`config.mk`:
```
export PLATFORM = sky130hd
export DESIGN_NAME = acsfm_ctrl
export DESIGN_NICKNAME = d
export VERILOG_FILES = /design/src/rtl/acsfm_pkg.sv /design/src/rtl/acsfm_sync.sv /design/src/rtl/acsfm_ctrl.sv
export VERILOG_INCLUDE_DIRS = /design/src /design/src/rtl
export SDC_FILE = /design/constraint.sdc
export NUM_CORES = 1
export LEC_CHECK = 0
export ABC_AREA = 0
export BUFFER_PORTS_ARGS = -buffer_cell sky130_fd_sc_hd__buf_2
export CORE_MARGIN = 4
export CORE_UTILIZATION = 60
export DETAILED_ROUTE_END_ITERATION = 8
export PLACE_DENSITY = 0.79
export SLEW_MARGIN = 10
export SYNTH_ARGS = -nofsm -noshare
export SYNTH_HDL_FRONTEND = slang
export SYNTH_SLANG_ARGS = --single-unit
```
`constraint.sdc`:
```
create_clock -name clk -period 5.1 [get_ports clk]
set_clock_uncertainty 0.2 [all_clocks]
set_input_delay 0.255 -clock clk [delete_from_list [all_inputs] [get_ports clk]]
set_output_delay 0.255 -clock clk [all_outputs]
set_load 0.02 [all_outputs]
```
`src/rtl/acsfm_params.svh`:
```
`ifndef ACSFM_PARAMS_SVH
`define ACSFM_PARAMS_SVH

// ****************************************************************
// Timing
// ****************************************************************
`define ACSFM_CLK_MHZ        125
`define ACSFM_MAINS_PERIOD_US 20000
`define ACSFM_PERIOD_CYC     ((`ACSFM_MAINS_PERIOD_US) * (`ACSFM_CLK_MHZ))
`define ACSFM_CNT_W          32
`define ACSFM_CONFIRM_N      3
`define ACSFM_CONFIRM_W      3

// ****************************************************************
// Mode codes
// ****************************************************************
`define ACSFM_MODE_OFF       2'h0
`define ACSFM_MODE_LEVEL     2'h1
`define ACSFM_MODE_PULSE     2'h2
`define ACSFM_MODE_PHASE     2'h3

`endif

```
`src/rtl/acsfm_pkg.sv`:
```
package acsfm_pkg;
    typedef enum logic [2:0] {
        ACSFM_ST_OK       = 3'h0,
        ACSFM_ST_DIODE    = 3'h1,
        ACSFM_ST_SHORT    = 3'h2,
        ACSFM_ST_OPEN     = 3'h3,
        ACSFM_ST_UNKNOWN  = 3'h4
    } acsfm_status_t;
endpackage

```
`src/rtl/acsfm_sync.sv`:
```
`timescale 1ns/10ps
// ****************************************************************
// Three-stage input synchroniser with agreement filter
// ****************************************************************
module acsfm_sync (
    input  wire logic clk,      // Clock
    input  wire logic resetn,   // Async reset, low
    input  wire logic ce,       // Clock enable
    input  wire logic din,      // Asynchronous pin
    output logic      dout      // Filtered level
);
    logic s1, s2, s3;
    logic next_dout;

    always_comb begin
        next_dout = dout;
        if (s2 == s3) begin
            next_dout = s3;
        end
    end

    // Reset high: a released line idles high
    always_ff @(posedge clk or negedge resetn) begin
        if (!resetn) begin
            s1   <= 1'b1;
            s2   <= 1'b1;
            s3   <= 1'b1;
            dout <= 1'b1;
        end else if (ce) begin
            s1   <= din;
            s2   <= s1;
            s3   <= s2;
            dout <= next_dout;
        end
    end
endmodule // acsfm_sync

```
`src/rtl/acsfm_ctrl.sv`:
```
`timescale 1ns/10ps
`include "acsfm_params.svh"
module acsfm_ctrl #(
    parameter int unsigned PERIOD_CYC = `ACSFM_PERIOD_CYC // Mains period in clocks
) (
    input  wire logic                  clk,          // Clock 125 MHz
    input  wire logic                  resetn,       // Async reset, low
    input  wire logic                  ce,           // Clock enable
    input  wire logic                  switch_req,   // Request switch on
    input  wire logic [1:0]            drive_mode,   // Drive mode code
    input  wire logic                  fire_pulse,   // Pulse / phase fire strobe
    input  wire logic                  peak_strobe,  // Mains peak instant
    input  wire logic                  fault_clear,  // Clear latched fault
    input  wire logic                  alt_voltage_feedback, // Feedback pin
    output logic                       feedback_pu,  // Pull-up enable
    output logic                       drive_out,    // Switch drive pin
    output logic                       relay_on,     // Front-end relay
    output logic                       fault,        // Latched fault
    output acsfm_pkg::acsfm_status_t   status        // Confirmed class
);
    import acsfm_pkg::*;

    // ****************************************************************
    // Input capture and drive
    // ****************************************************************
    logic fb;
    logic drive_bit;
    logic next_drive_bit;

    acsfm_sync u_sync (
        .clk    (clk),
        .resetn (resetn),
        .ce     (ce),
        .din    (alt_voltage_feedback),
        .dout   (fb)
    );

    assign feedback_pu = 1'b1;

    always_comb begin
        next_drive_bit = 1'b0;
        if (relay_on && switch_req) begin
            unique case (drive_mode)
                `ACSFM_MODE_OFF:   next_drive_bit = 1'b0;
                `ACSFM_MODE_LEVEL: next_drive_bit = 1'b1;
                `ACSFM_MODE_PULSE: next_drive_bit = fire_pulse;
                `ACSFM_MODE_PHASE: next_drive_bit = fire_pulse;
            endcase
        end
    end

    // Drive pin and stored bit are the same flop
    assign drive_out = drive_bit;

    // ****************************************************************
    // Window observation over one mains period
    // ****************************************************************
    logic [`ACSFM_CNT_W-1:0] cnt, next_cnt;
    logic seen_low, seen_high, drv_on, drv_off;
    logic next_seen_low, next_seen_high, next_drv_on, next_drv_off;
    logic win_end;
    acsfm_status_t win_class, cand, next_cand;
    logic [`ACSFM_CONFIRM_W-1:0] rep, next_rep;
    acsfm_status_t next_status;
    logic next_fault, next_relay_on;

    assign win_end = (cnt == `ACSFM_CNT_W'(PERIOD_CYC - 1));

    always_comb begin
        next_cnt       = win_end ? '0 : cnt + `ACSFM_CNT_W'(1);
        next_seen_low  = win_end ? 1'b0 : seen_low;
        next_seen_high = win_end ? 1'b0 : seen_high;
        next_drv_on    = win_end ? 1'b0 : drv_on;
        next_drv_off   = win_end ? 1'b0 : drv_off;
        // Sample at peak only so inductive lag is covered
        if (peak_strobe && !win_end) begin
            next_seen_low  = seen_low | ~fb;
            next_seen_high = seen_high | fb;
            next_drv_on    = drv_on | drive_bit;
            next_drv_off   = drv_off | ~drive_bit;
        end
    end

    always_comb begin
        win_class = ACSFM_ST_UNKNOWN;
        if (drv_off && !drv_on) begin
            if (seen_low && seen_high) begin
                win_class = ACSFM_ST_DIODE;
            end else if (seen_low) begin
                win_class = ACSFM_ST_SHORT;
            end else if (seen_high) begin
                win_class = ACSFM_ST_OK;
            end
        end else if (drv_on && !drv_off) begin
            if (seen_high) begin
                win_class = ACSFM_ST_OPEN;
            end else if (seen_low) begin
                win_class = ACSFM_ST_OK;
            end
        end
    end

    // ****************************************************************
    // Confirmation and safe state
    // ****************************************************************
    always_comb begin
        next_cand     = cand;
        next_rep      = rep;
        next_status   = status;
        next_fault    = fault;
        next_relay_on = relay_on;
        if (win_end && win_class != ACSFM_ST_UNKNOWN) begin
            if (win_class == cand) begin
                if (rep != `ACSFM_CONFIRM_W'(`ACSFM_CONFIRM_N)) begin
                    next_rep = rep + `ACSFM_CONFIRM_W'(1);
                end
            end else begin
                next_cand = win_class;
                next_rep  = `ACSFM_CONFIRM_W'(1);
            end
        end
        if (next_rep == `ACSFM_CONFIRM_W'(`ACSFM_CONFIRM_N)) begin
            next_status = next_cand;
        end
        if (fault_clear) begin
            next_fault    = 1'b0;
            next_relay_on = 1'b1;
        end
        // Set beats clear
        if (next_status != ACSFM_ST_OK && next_status != ACSFM_ST_UNKNOWN) begin
            next_fault    = 1'b1;
            next_relay_on = 1'b0;
        end
    end

    always_ff @(posedge clk or negedge resetn) begin
        if (!resetn) begin
            drive_bit <= 1'b0;
            cnt       <= '0;
            seen_low  <= 1'b0;
            seen_high <= 1'b0;
            drv_on    <= 1'b0;
            drv_off   <= 1'b0;
            cand      <= ACSFM_ST_UNKNOWN;
            rep       <= '0;
            status    <= ACSFM_ST_UNKNOWN;
            fault     <= 1'b0;
            relay_on  <= 1'b1;
        end else if (ce) begin
            drive_bit <= next_drive_bit;
            cnt       <= next_cnt;
            seen_low  <= next_seen_low;
            seen_high <= next_seen_high;
            drv_on    <= next_drv_on;
            drv_off   <= next_drv_off;
            cand      <= next_cand;
            rep       <= next_rep;
            status    <= next_status;
            fault     <= next_fault;
            relay_on  <= next_relay_on;
        end
    end

    // ****************************************************************
    // Checks
    // ****************************************************************
    AST_RELAY_DROP: assert property (@(posedge clk) disable iff (!resetn)
        fault |-> !relay_on)
        else $error("relay on while fault");
    AST_NO_DRIVE_RELAY_OFF: assert property (@(posedge clk) disable iff (!resetn)
        (ce && !relay_on) |=> !drive_out)
        else $error("drive with relay off");
    AST_LEVEL_DRIVE: assert property (@(posedge clk) disable iff (!resetn)
        (ce && relay_on && switch_req && drive_mode == `ACSFM_MODE_LEVEL) |=> drive_out)
        else $error("level mode not driving");
    AST_PULSE_DRIVE: assert property (@(posedge clk) disable iff (!resetn)
        (ce && drive_mode == `ACSFM_MODE_PULSE && !fire_pulse) |=> !drive_out)
        else $error("pulse without fire");
    AST_PHASE_DRIVE: assert property (@(posedge clk) disable iff (!resetn)
        (ce && relay_on && switch_req && drive_mode == `ACSFM_MODE_PHASE) |=> drive_out == $past(fire_pulse))
        else $error("phase drive not following fire");
    AST_OFF_MODE: assert property (@(posedge clk) disable iff (!resetn)
        (ce && drive_mode == `ACSFM_MODE_OFF) |=> !drive_out)
        else $error("drive in off mode");
    AST_NO_REQ: assert property (@(posedge clk) disable iff (!resetn)
        (ce && !switch_req) |=> !drive_out)
        else $error("drive without request");
    AST_PU: assert property (@(posedge clk) disable iff (!resetn)
        feedback_pu)
        else $error("pull-up off");
    AST_STATUS_CONF: assert property (@(posedge clk) disable iff (!resetn)
        (ce && status != $past(status)) |-> rep == `ACSFM_CONFIRM_W'(`ACSFM_CONFIRM_N))
        else $error("status unconfirmed");
    // Status may only move at a window end
    AST_STATUS_HOLD: assert property (@(posedge clk) disable iff (!resetn)
        (!ce || !win_end) |=> $stable(status))
        else $error("status moved inside window");
    AST_WIN_RESET: assert property (@(posedge clk) disable iff (!resetn)
        (ce && win_end) |=> (cnt == '0 && !seen_low && !seen_high))
        else $error("window not reset");
    AST_FAULT_SET: assert property (@(posedge clk) disable iff (!resetn)
        (status == ACSFM_ST_SHORT || status == ACSFM_ST_DIODE || status == ACSFM_ST_OPEN) |-> fault)
        else $error("fault missing");
    // Set beats clear while the failing class stands
    AST_CLEAR_KEEP: assert property (@(posedge clk) disable iff (!resetn)
        (ce && fault_clear && !win_end &&
         (status == ACSFM_ST_SHORT || status == ACSFM_ST_DIODE || status == ACSFM_ST_OPEN)) |=> fault)
        else $error("clear beat a standing fault");
    AST_CLEAR_RELAY: assert property (@(posedge clk) disable iff (!resetn)
        (ce && fault_clear && !win_end && (status == ACSFM_ST_OK || status == ACSFM_ST_UNKNOWN))
        |=> (relay_on && !fault))
        else $error("clear did not restore relay");
    AST_FREEZE: assert property (@(posedge clk) disable iff (!resetn)
        !ce |=> $stable(cnt))
        else $error("state moved without enable");
endmodule // acsfm_ctrl

```
# Word-level counts from Yosys, hierarchy flattened
# Cells that the tools add are included.
totals:
  register_bits: 52
  in_bits: 10
  out_inout_bits: 7
  elab_cells: 76
op_classes:
  n_reduce_logical: 18
  eq_ne: 10
  bitwise: 6
  add_sub_neg: 2
  muxes: 25
ops:
  columns: ["cell", "n"]
  rows:
  - ["$mux 3", 13]
  - ["$add 32x1->32 const B", 1]
  - ["$eq 32x22->1 const B", 1]
  - ["$mux 32", 1]
  - ["$mux 1", 10]
  - ["$logic_and 1x1->1", 7]
  - ["$ne 3x3->1 const B", 2]
  - ["$reduce_and 2->1", 3]
  - ["$eq 2x2->1 const B", 2]
  - ["$or 1x1->1", 4]
  - ["$reduce_bool 2->1", 2]
  - ["$add 3x1->3 const B", 1]
  - ["$eq 3x2->1 const B", 1]
  - ["$eq 3x3->1", 1]
  - ["$logic_not 1->1", 3]
  - ["$ne 3x2->1 const B", 1]
  - ["$pmux 1 s3", 1]
  - ["$reduce_bool 3->1", 1]
  - ["$eq 2x1->1 const B", 1]
  - ["$logic_not 2->1", 1]
  - ["$not 1->1", 2]
  - ["$reduce_or 2->1", 1]
  - ["$eq 1x1->1", 1]

# Logic depth before layout (Yosys ltp)
# Gate-level depths: netlist (run 1).
depth:
  depth_word: 13
  mapped_depth: 8
  ltp_nobuf: 7

# Hierarchy
# A second synthesis (run 1) with hierarchy kept.
unflattened:
  hier_cells: 248
  hier_area_um2: 2623.8
modules_own_cells:
  columns: ["mod", "area_each_um2", "instances", "seq_area_each_um2", "cells_each"]
  rows:
  - ["acsfm_ctrl", 2462.4, 1, 1204.9, 238]
  - ["acsfm_sync", 161.4, 1, 105.1, 10]

# Worst setup path after synthesis (run 1)
# No wires, ideal clock.
synth_path:
  path_type: "register to register"
  from: "reg cnt[0]"
  to: "reg status[1]"
  path_stages_with_launch: 8
  setup_time_ps: 125
  period_less_slack_ps: 2414
  required_time_ps: 4775
  path_buffers: 0
  path_slack_ps: 2686
  arrival_ps: 2090
  cell_sequence: "dfrtp_1 ha_1 nor4b_1 nand4_2 nor4_1 o211ai_1 a21oi_4 mux2_2"
synth_via:
  elab_chain_cells: 5
  elab_cells_between_ends: 6
  cone_classes: "eq/ne (2); mux (3); reduce/logical (1)"
synth_lines:
  columns: ["item", "line_no", "source"]
  rows:
  - ["start: declaration", "acsfm_ctrl.sv:58", "logic [`ACSFM_CNT_W-1:0] cnt, next_cnt;"]
  - ["start signal: assignment", "acsfm_ctrl.sv:151", "cnt <= next_cnt;"]
  - ["$eq 32x22->1 (*)", "acsfm_ctrl.sv:67", "assign win_end = (cnt == `ACSFM_CNT_W'(PERIOD_CYC - 1));"]
  - ["$logic_and 1x1->1 (*)", "acsfm_ctrl.sv:112", "if (win_end && win_class != ACSFM_ST_UNKNOWN) begin"]
  - ["$mux 3", "acsfm_ctrl.sv:112", null]
  - ["$eq 3x2->1", "acsfm_ctrl.sv:122", "if (next_rep == `ACSFM_CONFIRM_W'(`ACSFM_CONFIRM_N)) begin"]
  - ["$mux 3 (*)", "acsfm_ctrl.sv:122", null]
  - ["end signal: assignment", "acsfm_ctrl.sv:158", "status <= next_status;"]
  - ["end: declaration", "acsfm_ctrl.sv:19", "output acsfm_pkg::acsfm_status_t status"]
# Mark *: on every way between the ends. The rest lies on a longest branch, timed or not.
# A chain may end at the register's enable or synchronous reset.

# Worst setup path in the final report (run 1)
# Ends and elaborated chain as after synthesis.

==> key figures, run 1 <==
Setup path
  – CP endpoint kind: flop
  – Crit path max fanout: 6
  – Startpoint Class: flop
  – Reg2reg start: cnt[0]
  – R2r setup slk: about 2.4 ns
  – WS Path Type: flop to flop
  – End of the critical path: status[1]
  – Crit path from: cnt[0]
  – WP data arrival: 2.70 ns
  – Reg-to-Reg End: status[1]
  – Worst r2r path cells: 7
  – Data required, critical path: just over 5 ns

GRT
  – Total Routing Usage GR: 20.1%
  – GR Overflow Total: 0
  – Vias in the first global route: about 2000
  – Largest net degree at the start of global routing: 53
  – First-pass GRT wire length: just under 10000 µm
  – Initial antenna violation count: 0

Power and ir drop
  – Worst VDD drop: 0.288 mV
  – Combinational power share: ~14%
  – Power Dens Cells: between 200 and 300 nW/µm²
  – Reg power frac: a little under three fifths
  – Clock Power Share: about 29%
  – Net Sw Frac: 28.1%
  – Int Pwr: 0.609 mW
  – Leak: around 1.3 nW
  – NetSw: 0.238 mW

Synth
  – FF+latch count, synth: 52
  – Top cell type's share of synthesized area: about two fifths
  – Ys async rst share: 100%
  – Synth area leader: dfrtp_1
  – Number of library cell types mapped by synthesis: 60
  – Area contributors post-synth: dfrtp_1 (40%), dfstp_2 (6.6%), xnor2_1 (4.4%)
  – Synth Area per Inst: 9.89 µm²
  – Syn Nets: 295
  – Synthesis warning total: 0
  – Sequential share of the synthesized area: 46.8%
  – Post-synth EDFFs: 0
  – Synthesized area: 2800 µm²
  – Mapped Cells: between 200 and 300
  – Top_reg_cell synth: dfrtp_1

CTS
  – Total of cells resized after clock tree synthesis: 0
  – TritonCTS clock tree: yes
  – Clock Pin Slew Worst Setup and Hold Paths: 0.09 ns
  – Worst skew pair latency: 0.31 ns
  – Htree depth: 2
  – # clock sinks: 52
  – Max clock buf depth: 2
  – Total CTS buffers: 5
  – Clock root cell: clkbuf_8

Finish
  – Layout cells sized above 1: between 10% and 20%
  – Leading cell type in the layout, fill and taps excluded: dfrtp_1
  – Nets: 310
  – Area Overhead vs Synth: 7.77%
  – Diode count: 0
  – Most frequent cells in the layout: dfrtp_1 (45), nand2_1 (23), nor2_1 (23)

Hold path
  – Hold/Removal Path Class: input pin to flop

Timing
  – Max transition margin: 57.5%
  – Worst-margin pin slew: ~0.64 ns
  – WHS: 0.0286 ns
  – Post-route fraction of the period consumed by the critical path: about 53%
  – Final setup violation count: 0
  – RSZ-0062 raised after global routing: no
  – Final Max Slew Viols: 0
  – Fmax: between 300 and 400 MHz
  – Setup TNS: 0 ns
  – Final Hold Fails: 0
  – Fin crit period: 2.69 ns

Floorplan
  – Core box area: 4440 µm²
  – Die Wd: approximately 76 µm
  – IO Pins: 17
  – Initial Utilization: 63.0%
  – Die area: 5820 µm²
  – Die height: 76.3 µm
  – FP Rows: 24

Route
  – Via count: about 2100
  – DR pass1 iterations: 5
  – Antenna viol nets, final: 0
  – Drt wl/cell: 15.2 µm
  – Final wirelength: 5330 µm
  – DRC viols: 0
  – DR iter-0 viols: between 100 and 150
  – Vias/cell: between 5 and 6

Placement
  – Port Buf Inserts: 15
  – DP HPWL: 3800 µm
  – Global placer's final weighted congestion: 0.808

Run status
  – Status: completed

Job
  – Max-Cap Viols: 0
-- Yosys cell counts, drive strengths merged, types with 2 or more instances --
| cell type | number |
|---|---|
| nand3 | 11 |
| nand4 | 12 |
| dfrtp | 45 |
| a21boi | 2 |
| and2 | 4 |
| xnor2 | 14 |
| nand3b | 2 |
| buf | 4 |
| o22ai | 2 |
| clkbuf | 7 |
| nor4 | 6 |
| nor2b | 5 |
| a21oi | 11 |
| nor3b | 3 |
| and4 | 2 |
| ha | 2 |
| nand2 | 23 |
| nand2b | 3 |
| inv | 11 |
| mux2i | 3 |
| a21o | 2 |
| nor3 | 4 |
| nor2 | 23 |
| o21ai | 14 |
| or2 | 2 |
| dfstp | 7 |
| or3 | 7 |
| a211oi | 4 |
| o21a | 4 |
| mux2 | 4 |
| a31oi | 4 |
| xor2 | 14 |
| and3 | 5 |
| a311oi | 2 |
| nor4b | 4 |
-- critical path, cell delays in order (launching register included) --
cell,delay (ns)
dfrtp_1,0.42
ha_1,0.25
nor4b_1,0.30
nand4_2,0.27
nor4_1,0.35
o211ai_1,0.20
a21oi_4,0.25
mux2_2,0.35
-- cell families after synthesis --
kind of cell / after synthesis / share of synthesized area [%]
other cells: 1 / 0.134
flops: 52 / 46.8
xor+xnor: 28 / 8.76
fa+ha+maj: 2 / 0.894
mux: 7 / 2.68
compound gates: 52 / 12.5
buf+inv: 22 / 3.44
simple gates: 119 / 24.8
-- sequential cells by signal, summed over array words and instances, names as in the netlist, named ones only --
signal	count
seen_high	1
seen_low	1
u_sync.s3	1
rep	3
cnt	32
cand	3
u_sync.dout	1
u_sync.s2	1
drive_out	1
drv_off	1
drv_on	1
fault	1
u_sync.s1	1
relay_on	1
status	2
-- how the worst min path moves through the flow --
stage,depth (start not counted),start,end
6_report,3,switch_req,drive_out
5_1_grt,3,switch_req,drive_out
4_1_cts,3,switch_req,drive_out
3_5_place_dp,2,resetn,cand[1]
3_3_place_gp,2,resetn,cand[1]
2_1_floorplan,0,resetn,cand[0]
-- power by group through the flow --
stage	registers [mW]	logic, mW	clock network, mW
CTS	0.483	0.120	0.252
global route	0.490	0.134	0.275
floorplan	0.477	0.0904	0
detailed placement	0.491	0.118	0
finish	0.484	0.120	0.243
global placement	0.488	0.114	0
-- layer usage --
metal,up-vias,global-route usage (%),share of wire [%]
li1,1036,-,-
met1,991,30.4,49
met2,47,29.4,45
met3,3,4.02,5.0
met4,0,5.43,0.68
met5,-,0,0
-- stage by stage --
step	total power [mW]	utilization [%]	cell area, µm²	worst slack, ns	instances
6_report	0.847	67.9	3020	2.41	351
3_3_place_gp	0.603	65.3	2900	2.51	341
3_5_place_dp	0.610	65.3	2900	2.42	341
2_1_floorplan	0.567	-	2800	2.69	283
5_1_grt	0.900	67.9	3020	2.11	351
4_1_cts	0.855	67.9	3020	2.42	351
-- repair_timing --
item | 4_1_cts | 5_1_grt
buffers inserted | 0 | 0
hold buffers | 2 | 0
hold endpoints to repair | 46 | 0
-- layout make-up --
type                            count  area [µm²]
Fill cell                         366        1430
Multi-Input combinational cell    209        1390
Sequential cell                    52        1310
Timing Repair Buffer               19         110
Clock buffer                        6        82.6
Tap cell                           52        65.1
Inverter                           11        41.3
Clock inverter                      2        15.0
Note: power is estimated with default switching activity, not from simulation.
==> run 2, diff against run 1 <==
==> constraint.sdc (replaced) <==
create_clock -name clk -period 2.7 [get_ports clk]
set_clock_uncertainty 0.2 [all_clocks]
set_input_delay 0.135 -clock clk [delete_from_list [all_inputs] [get_ports clk]]
set_output_delay 0.135 -clock clk [all_outputs]
set_load 0.02 [all_outputs]
==> run 2 against run 1 <==
Net effect: via count increased by 4.8%; maximum frequency increased by 5.2%; highest routed layer unchanged; largest cell class unchanged; sequential share of layout area decreased by 1.8 points; non-clock buffer count increased by 14; first-iteration DRC count increased by 43%; worst setup slack got worse by 2.3 ns; utilization increased by 3.0 points.
==> key figures, run 2 (synthesized netlist as in run 1, its figures left out) <==
Setup path
  – WP data arrival: 2.57 ns (-0.13 ns)
  – WS Path Type: flop to flop
  – Worst r2r path cells: 6 (-1)
  – Crit path max fanout: 5 (-1)
  – Startpoint Class: flop
  – R2r setup slk: 0.14 ns (-2.27 ns)
  – Data required, critical path: 2.71 ns (-2.39 ns)
  – Reg-to-Reg End: fault
  – Reg2reg start: cnt[22]
  – Crit path from: cnt[22]
  – CP endpoint kind: flop

Timing
  – Final setup margin: 0.140 ns (-2.27 ns)
  – RSZ-0062 raised after global routing: no
  – Final Hold Fails: 0 (unchanged)
  – Post-route fraction of the period consumed by the critical path: 94.8% (+42 points)
  – Final setup violation count: 0 (unchanged)
  – Fin crit period: 2.56 ns (-0.133 ns)
  – Fmax: 391 MHz (+5.2%)
  – Final Max Slew Viols: 0 (unchanged)
  – Setup TNS: 0 ns (unchanged)

Power and ir drop
  – NetSw: 0.479 mW (+100%)
  – Clock Power Share: 28.9% (+0.2 points)
  – Int Pwr: 1.15 mW (+89%)
  – Reg power frac: 55.2% (-1.9 points)
  – Leak: 1.37 nW (+7.5%)
  – Net Sw Frac: 29.4% (+1.3 points)
  – Power Dens Cells: 518 nW/µm² (+84%)
  – Worst VDD drop: 0.428 mV (+49%)
  – Combinational power share: 15.9% (+1.8 points)

Finish
  – Layout cells sized above 1: 18.8% (+3.1 points)
  – Biggest regs: cnt (32), cand (3), rep (3)
  – Largest register FFs: 32 (unchanged)
  – Biggest register: cnt
  – Diode count: 0 (unchanged)
  – Nets: 324 (+4.5%)
  – Most frequent cells in the layout: dfrtp_1 (45), nand2_1 (23), nor2_1 (23)
  – Area Overhead vs Synth: 12.5%
  – Final Util: 70.9% (+3.0 points)
  – Leading cell type in the layout, fill and taps excluded: dfrtp_1

Placement
  – Global placer's final weighted congestion: 0.817 (+1.0%)
  – Pre-CTS worst setup slack: 0.108 ns (-2.32 ns)
  – Port Buf Inserts: 15 (unchanged)
  – DP HPWL: 4140 µm (+9.0%)

Run status
  – Status: completed

CTS
  – # clock sinks: 52 (unchanged)
  – Htree depth: 2 (unchanged)
  – Clock Pin Slew Worst Setup and Hold Paths: 0.10 ns (about the same)
  – Clock root cell: clkbuf_8
  – Total CTS buffers: 5 (unchanged)
  – TritonCTS clock tree: yes
  – Worst skew pair latency: 0.31 ns (about the same)
  – Max clock buf depth: 2 (unchanged)

Route
  – Via count: 2176 (+4.8%)
  – DR pass1 iterations: 4 (-1)
  – Vias/cell: 5.96 (+0.75%)
  – Antenna viol nets, final: 0 (unchanged)
  – DR iter-0 viols: 184 (+43%)
  – Drt wl/cell: 15.9 µm (+4.8%)
  – DRC viols: 0 (unchanged)
  – Final wirelength: 5810 µm (+9.0%)

Floorplan
  – Core box area: 4440 µm² (unchanged)
  – IO Pins: 17 (unchanged)
  – Initial Utilization: 63.0% (unchanged)
  – FP Rows: 24 (unchanged)
  – Die area: 5820 µm² (unchanged)
  – Die Wd: 76.3 µm (unchanged)
  – Die height: 76.3 µm (unchanged)

Hold path
  – Hold/Removal Path Class: input pin to asynchronous set/reset pin

GRT
  – GR Overflow Total: 0 (unchanged)
  – Initial antenna violation count: 0 (unchanged)
  – Largest net degree at the start of global routing: 34 (-36%)
  – First-pass GRT wire length: 10200 µm (+5.4%)
  – Vias in the first global route: 2187 (+6.3%)
  – Total Routing Usage GR: 21.4% (+1.3 points)

Job
  – Max-Cap Viols: 0 (unchanged)
==> run 2: cell count changes in the layout (fill, tap and decap cells not counted), moves of 2 or more <==
cell / change
buf_4: +9
clkinvlp_4: -2
inv_6: +2
dlygate4sd3_1: +5
==> run 2: routing by layer <==
layer | track usage [%] | up-vias | share of wire [%]
met3 | 4.14 | 4 | 3.3
met4 | 4.89 | 0 | 0.55
met2 | 35.0 | 32 | 48
met5 | 0 | - | 0
li1 | - | 1066 | -
met1 | 29.5 | 1074 | 48
==> run 2: layout make-up <==
cell class	count	area [µm²]
inverter	11	41.3
tap	52	65.1
clock buffer	5	68.8
fill	321	1290
multi-input combinational	209	1410
timing repair buffer	33	228
sequential	52	1310
clock inverter	3	26.3
==> run 2: how the worst max path moves through the flow <==
stage,to,cells past startpoint
finish,fault,6
detailed placement,status[1],6
CTS,status[1],6
global route,fault,6
global placement,status[1],7
floorplan,status[1],7
==> run 2: metrics by stage <==
step | instance area (µm²) | cells | power (mW) | hold WS [ns]
after global routing | 3150 | 365 | 1.72 | 0.156
after floorplan | 2800 | 283 | 1.07 | -0.361
after CTS | 3120 | 363 | 1.64 | 0.100
after detailed placement | 2950 | 348 | 1.16 | -0.0951
final | 3150 | 365 | 1.63 | 0.0864
after global placement | 2950 | 348 | 1.15 | -0.0943
==> run 2: power groups by stage <==
stage / Clock (mW) / Sequential, mW / Combinational (mW)
final: 0.471 / 0.901 / 0.259
after global routing: 0.519 / 0.909 / 0.291
after CTS: 0.480 / 0.898 / 0.257
after detailed placement: 0 / 0.913 / 0.249
after global placement: 0 / 0.906 / 0.243
after floorplan: 0 / 0.901 / 0.171
==> run 2: repair_timing <==
action,in CTS,in global routing
hold buffers,7,0
endpoints found under the hold margin,29,0
resized for setup,0,3
buffers inserted,0,2
endpoints found under the setup margin,0,5
==> run 2: worst max-delay path: stages, from the launching register on <==
cell,delay (ns)
dfrtp_1,0.45
nor4_2,0.33
nand4b_1,0.33
nor4b_4,0.43
mux2i_2,0.30
nand3_1,0.13
a211o_1,0.28
==> run 3, diff against run 2 <==
--- a/config.mk
+++ b/config.mk
@@ -11,6 +11,7 @@
 export CORE_MARGIN = 4
 export CORE_UTILIZATION = 60
 export DETAILED_ROUTE_END_ITERATION = 8
+export GPL_TIMING_DRIVEN = 0
 export PLACE_DENSITY = 0.79
 export SLEW_MARGIN = 10
 export SYNTH_ARGS = -nofsm -noshare
==> run 3 against run 2 <==
Net effect: utilization increased by 0.65 points; global-route usage decreased by 0.23 points; die area unchanged; first-iteration DRC count decreased by 11%; combinational power increased by 5%; design area increased by 0.91%; maximum frequency decreased by 2.2%; worst hold slack got worse by 0.070 ns; clock power decreased by 3%; critical path depth increased by 2; cell count increased by 1.4%; via count decreased by 0.69%; highest routed layer unchanged.
==> key figures, run 3 (synthesized netlist as in run 1, its figures left out) <==
Run status
  – Status: completed

Placement
  – Pre-CTS worst setup slack: -0.116 ns (-0.224 ns)
  – Dpl cell area: 2940 µm² (-0.42%)
  – Global placer's final weighted congestion: 0.820 (+0.38%)
  – Port Buf Inserts: 15 (unchanged)
  – DP HPWL: 3910 µm (-5.5%)
  – Placed cells: 350 (+0.57%)

Setup path
  – Crit path buf inv count: 3 (+3)
  – Data required, critical path: 2.70 ns (about the same)
  – Max stage delay on crit path: 0.40 ns (-0.05 ns)
  – Crit path top cell by count: buf_2
  – Top delay family on crit path: simple AND/OR/NAND/NOR gates
  – Crit-path cells: ha_2, nor4b_4, nand4_4, buf_4, nor4_2, buf_2, buf_2, nor2_1
  – WS Path Type: flop to flop
  – WP data arrival: 2.62 ns (+0.05 ns)
  – Startpoint Class: flop
  – Crit path max fanout: 10 (+5)
  – CP endpoint kind: flop
  – CP max-delay cell: dfrtp_1

Finish
  – Most frequent cells in the layout: dfrtp_1 (45), nand2_1 (23), nor2_1 (23)
  – Area Overhead vs Synth: 13.5%
  – Non-Filler Instances: 370 (+1.4%)
  – Biggest register: cnt
  – FF/Latch Area: 1310 µm² (unchanged)
  – Biggest regs: cnt (32), cand (3), rep (3)
  – Finished Cell Area: 3180 µm² (+0.91%)
  – Largest register FFs: 32 (unchanged)
  – Leading cell type in the layout, fill and taps excluded: dfrtp_1
  – Final Util: 71.5% (+0.65 points)
  – Layout cells sized above 1: 18.6% (-0.30 points)
  – Multi-input gate area: 1430 µm² (+1.6%)
  – Diode count: 0 (unchanged)
  – Nets: 329 (+1.5%)
  – Fillers: 338 (+5.3%)

CTS
  – Max clock buf depth: 2 (unchanged)
  – Total CTS buffers: 5 (unchanged)
  – Clock Pin Slew Worst Setup and Hold Paths: 0.10 ns (about the same)
  – Worst skew pair latency: 0.31 ns (about the same)
  – TritonCTS clock tree: yes
  – Clock root cell: clkbuf_8
  – # clock sinks: 52 (unchanged)
  – Htree depth: 2 (unchanged)

Power and ir drop
  – Leak: 1.35 nW (-1.5%)
  – Power Dens Cells: 514 nW/µm² (-0.65%)
  – Power Total: 1.63 mW (+0.26%)
  – Worst VDD drop: 0.505 mV (+18%)

Timing
  – WHS: 0.0159 ns (-0.0705 ns)
  – Fin crit period: 2.62 ns (+0.0563 ns)
  – Post-route fraction of the period consumed by the critical path: 96.9% (+2.1 points)
  – Final Max Slew Viols: 0 (unchanged)
  – Fmax: 382 MHz (-2.2%)
  – Final setup margin: 0.0839 ns (-0.0563 ns)
  – Setup TNS: 0 ns (unchanged)
  – Max transition margin: 58.2%
  – Final setup violation count: 0 (unchanged)
  – Final Hold Fails: 0 (unchanged)
  – Worst-margin pin slew: 0.627 ns

Job
  – Max-Cap Viols: 0 (unchanged)

Floorplan
  – Die area: 5820 µm² (unchanged)
  – Die height: 76.3 µm (unchanged)
  – FP Rows: 24 (unchanged)
  – Initial Utilization: 63.0% (unchanged)
  – Core box area: 4440 µm² (unchanged)
  – IO Pins: 17 (unchanged)
  – Die Wd: 76.3 µm (unchanged)

Route
  – Via count: 2161 (-0.69%)
  – Drt wl/cell: 15.6 µm (-2.2%)
  – Vias/cell: 5.84 (-2.0%)
  – Final wirelength: 5760 µm (-0.89%)
  – DRC viols: 0 (unchanged)
  – DR iter-0 viols: 164 (-11%)
  – DR pass1 iterations: 5 (+1)
  – Antenna viol nets, final: 0 (unchanged)

GRT
  – First-pass GRT wire length: 9870 µm (-3.6%)
  – Vias in the first global route: 2064 (-5.6%)
  – GR Overflow Total: 0 (unchanged)
  – Total Routing Usage GR: 21.1% (-0.23 points)
  – Largest net degree at the start of global routing: 53 (+56%)
  – Initial antenna violation count: 0 (unchanged)

Hold path
  – Hold/Removal Path Class: input pin to flop
-- run 3: area by class of cell --
cell class | count | share of cell area, %
plain buffers | 11 | 1.73
clock buffers | 5 | 2.17
clock inverters | 3 | 0.709
inverters | 11 | 1.30
multi-input cells | 209 | 45.1
flip-flops and latches | 52 | 41.2
well taps | 52 | 2.05
repair buffers | 27 | 5.75
-- run 3: timing repair --
action | 4_1_cts | 5_1_grt
buffers inserted | 0 | 6
hold buffers | 6 | 0
resized for setup | 1 | 5
pin swaps | 0 | 1
hold endpoints to repair | 52 | 0
setup endpoints to repair | 18 | 17
-- run 3: path summary, 6_finish.rpt --
kind	startpoint	to	slack, ns	cells after the start
worst max-delay path	cnt[0]	seen_high	0.08	8
worst min-delay path	ce	cnt[5]	0.02	3
worst max register to register	cnt[0]	seen_high	0.08	8
worst min register to register	u_sync.s3	u_sync.dout	0.30	2
max in group asynchronous	resetn	cnt[9]	1.69	2
min in group asynchronous	resetn	seen_high	0.18	2
-- run 3: worst register-to-register path, cell delays in order, from the launching register on --
cell and delay (ns):
dfrtp_1 0.40, ha_2 0.24, nor4b_4 0.28, nand4_4 0.18
buf_4 0.19, nor4_2 0.34, buf_2 0.31, buf_2 0.28
nor2_1 0.10
-- run 3: per-layer routing --
| layer | global-route usage, % | routed length, µm | vias to the layer above |
|---|---|---|---|
| met1 | 30.6 | 2840 | 1031 |
| met2 | 31.5 | 2600 | 43 |
| met4 | 9.06 | 150 | 0 |
| met3 | 3.55 | 177 | 11 |
| met5 | 0 | 0 | - |
| li1 | - | - | 1076 |
-- run 3: report_power, final --
part           total (mW)  internal, mW  switching, mW
Sequential          0.905         0.841         0.0644
Clock               0.457         0.186          0.271
Combinational       0.272         0.129          0.143
Total                1.63          1.16          0.478
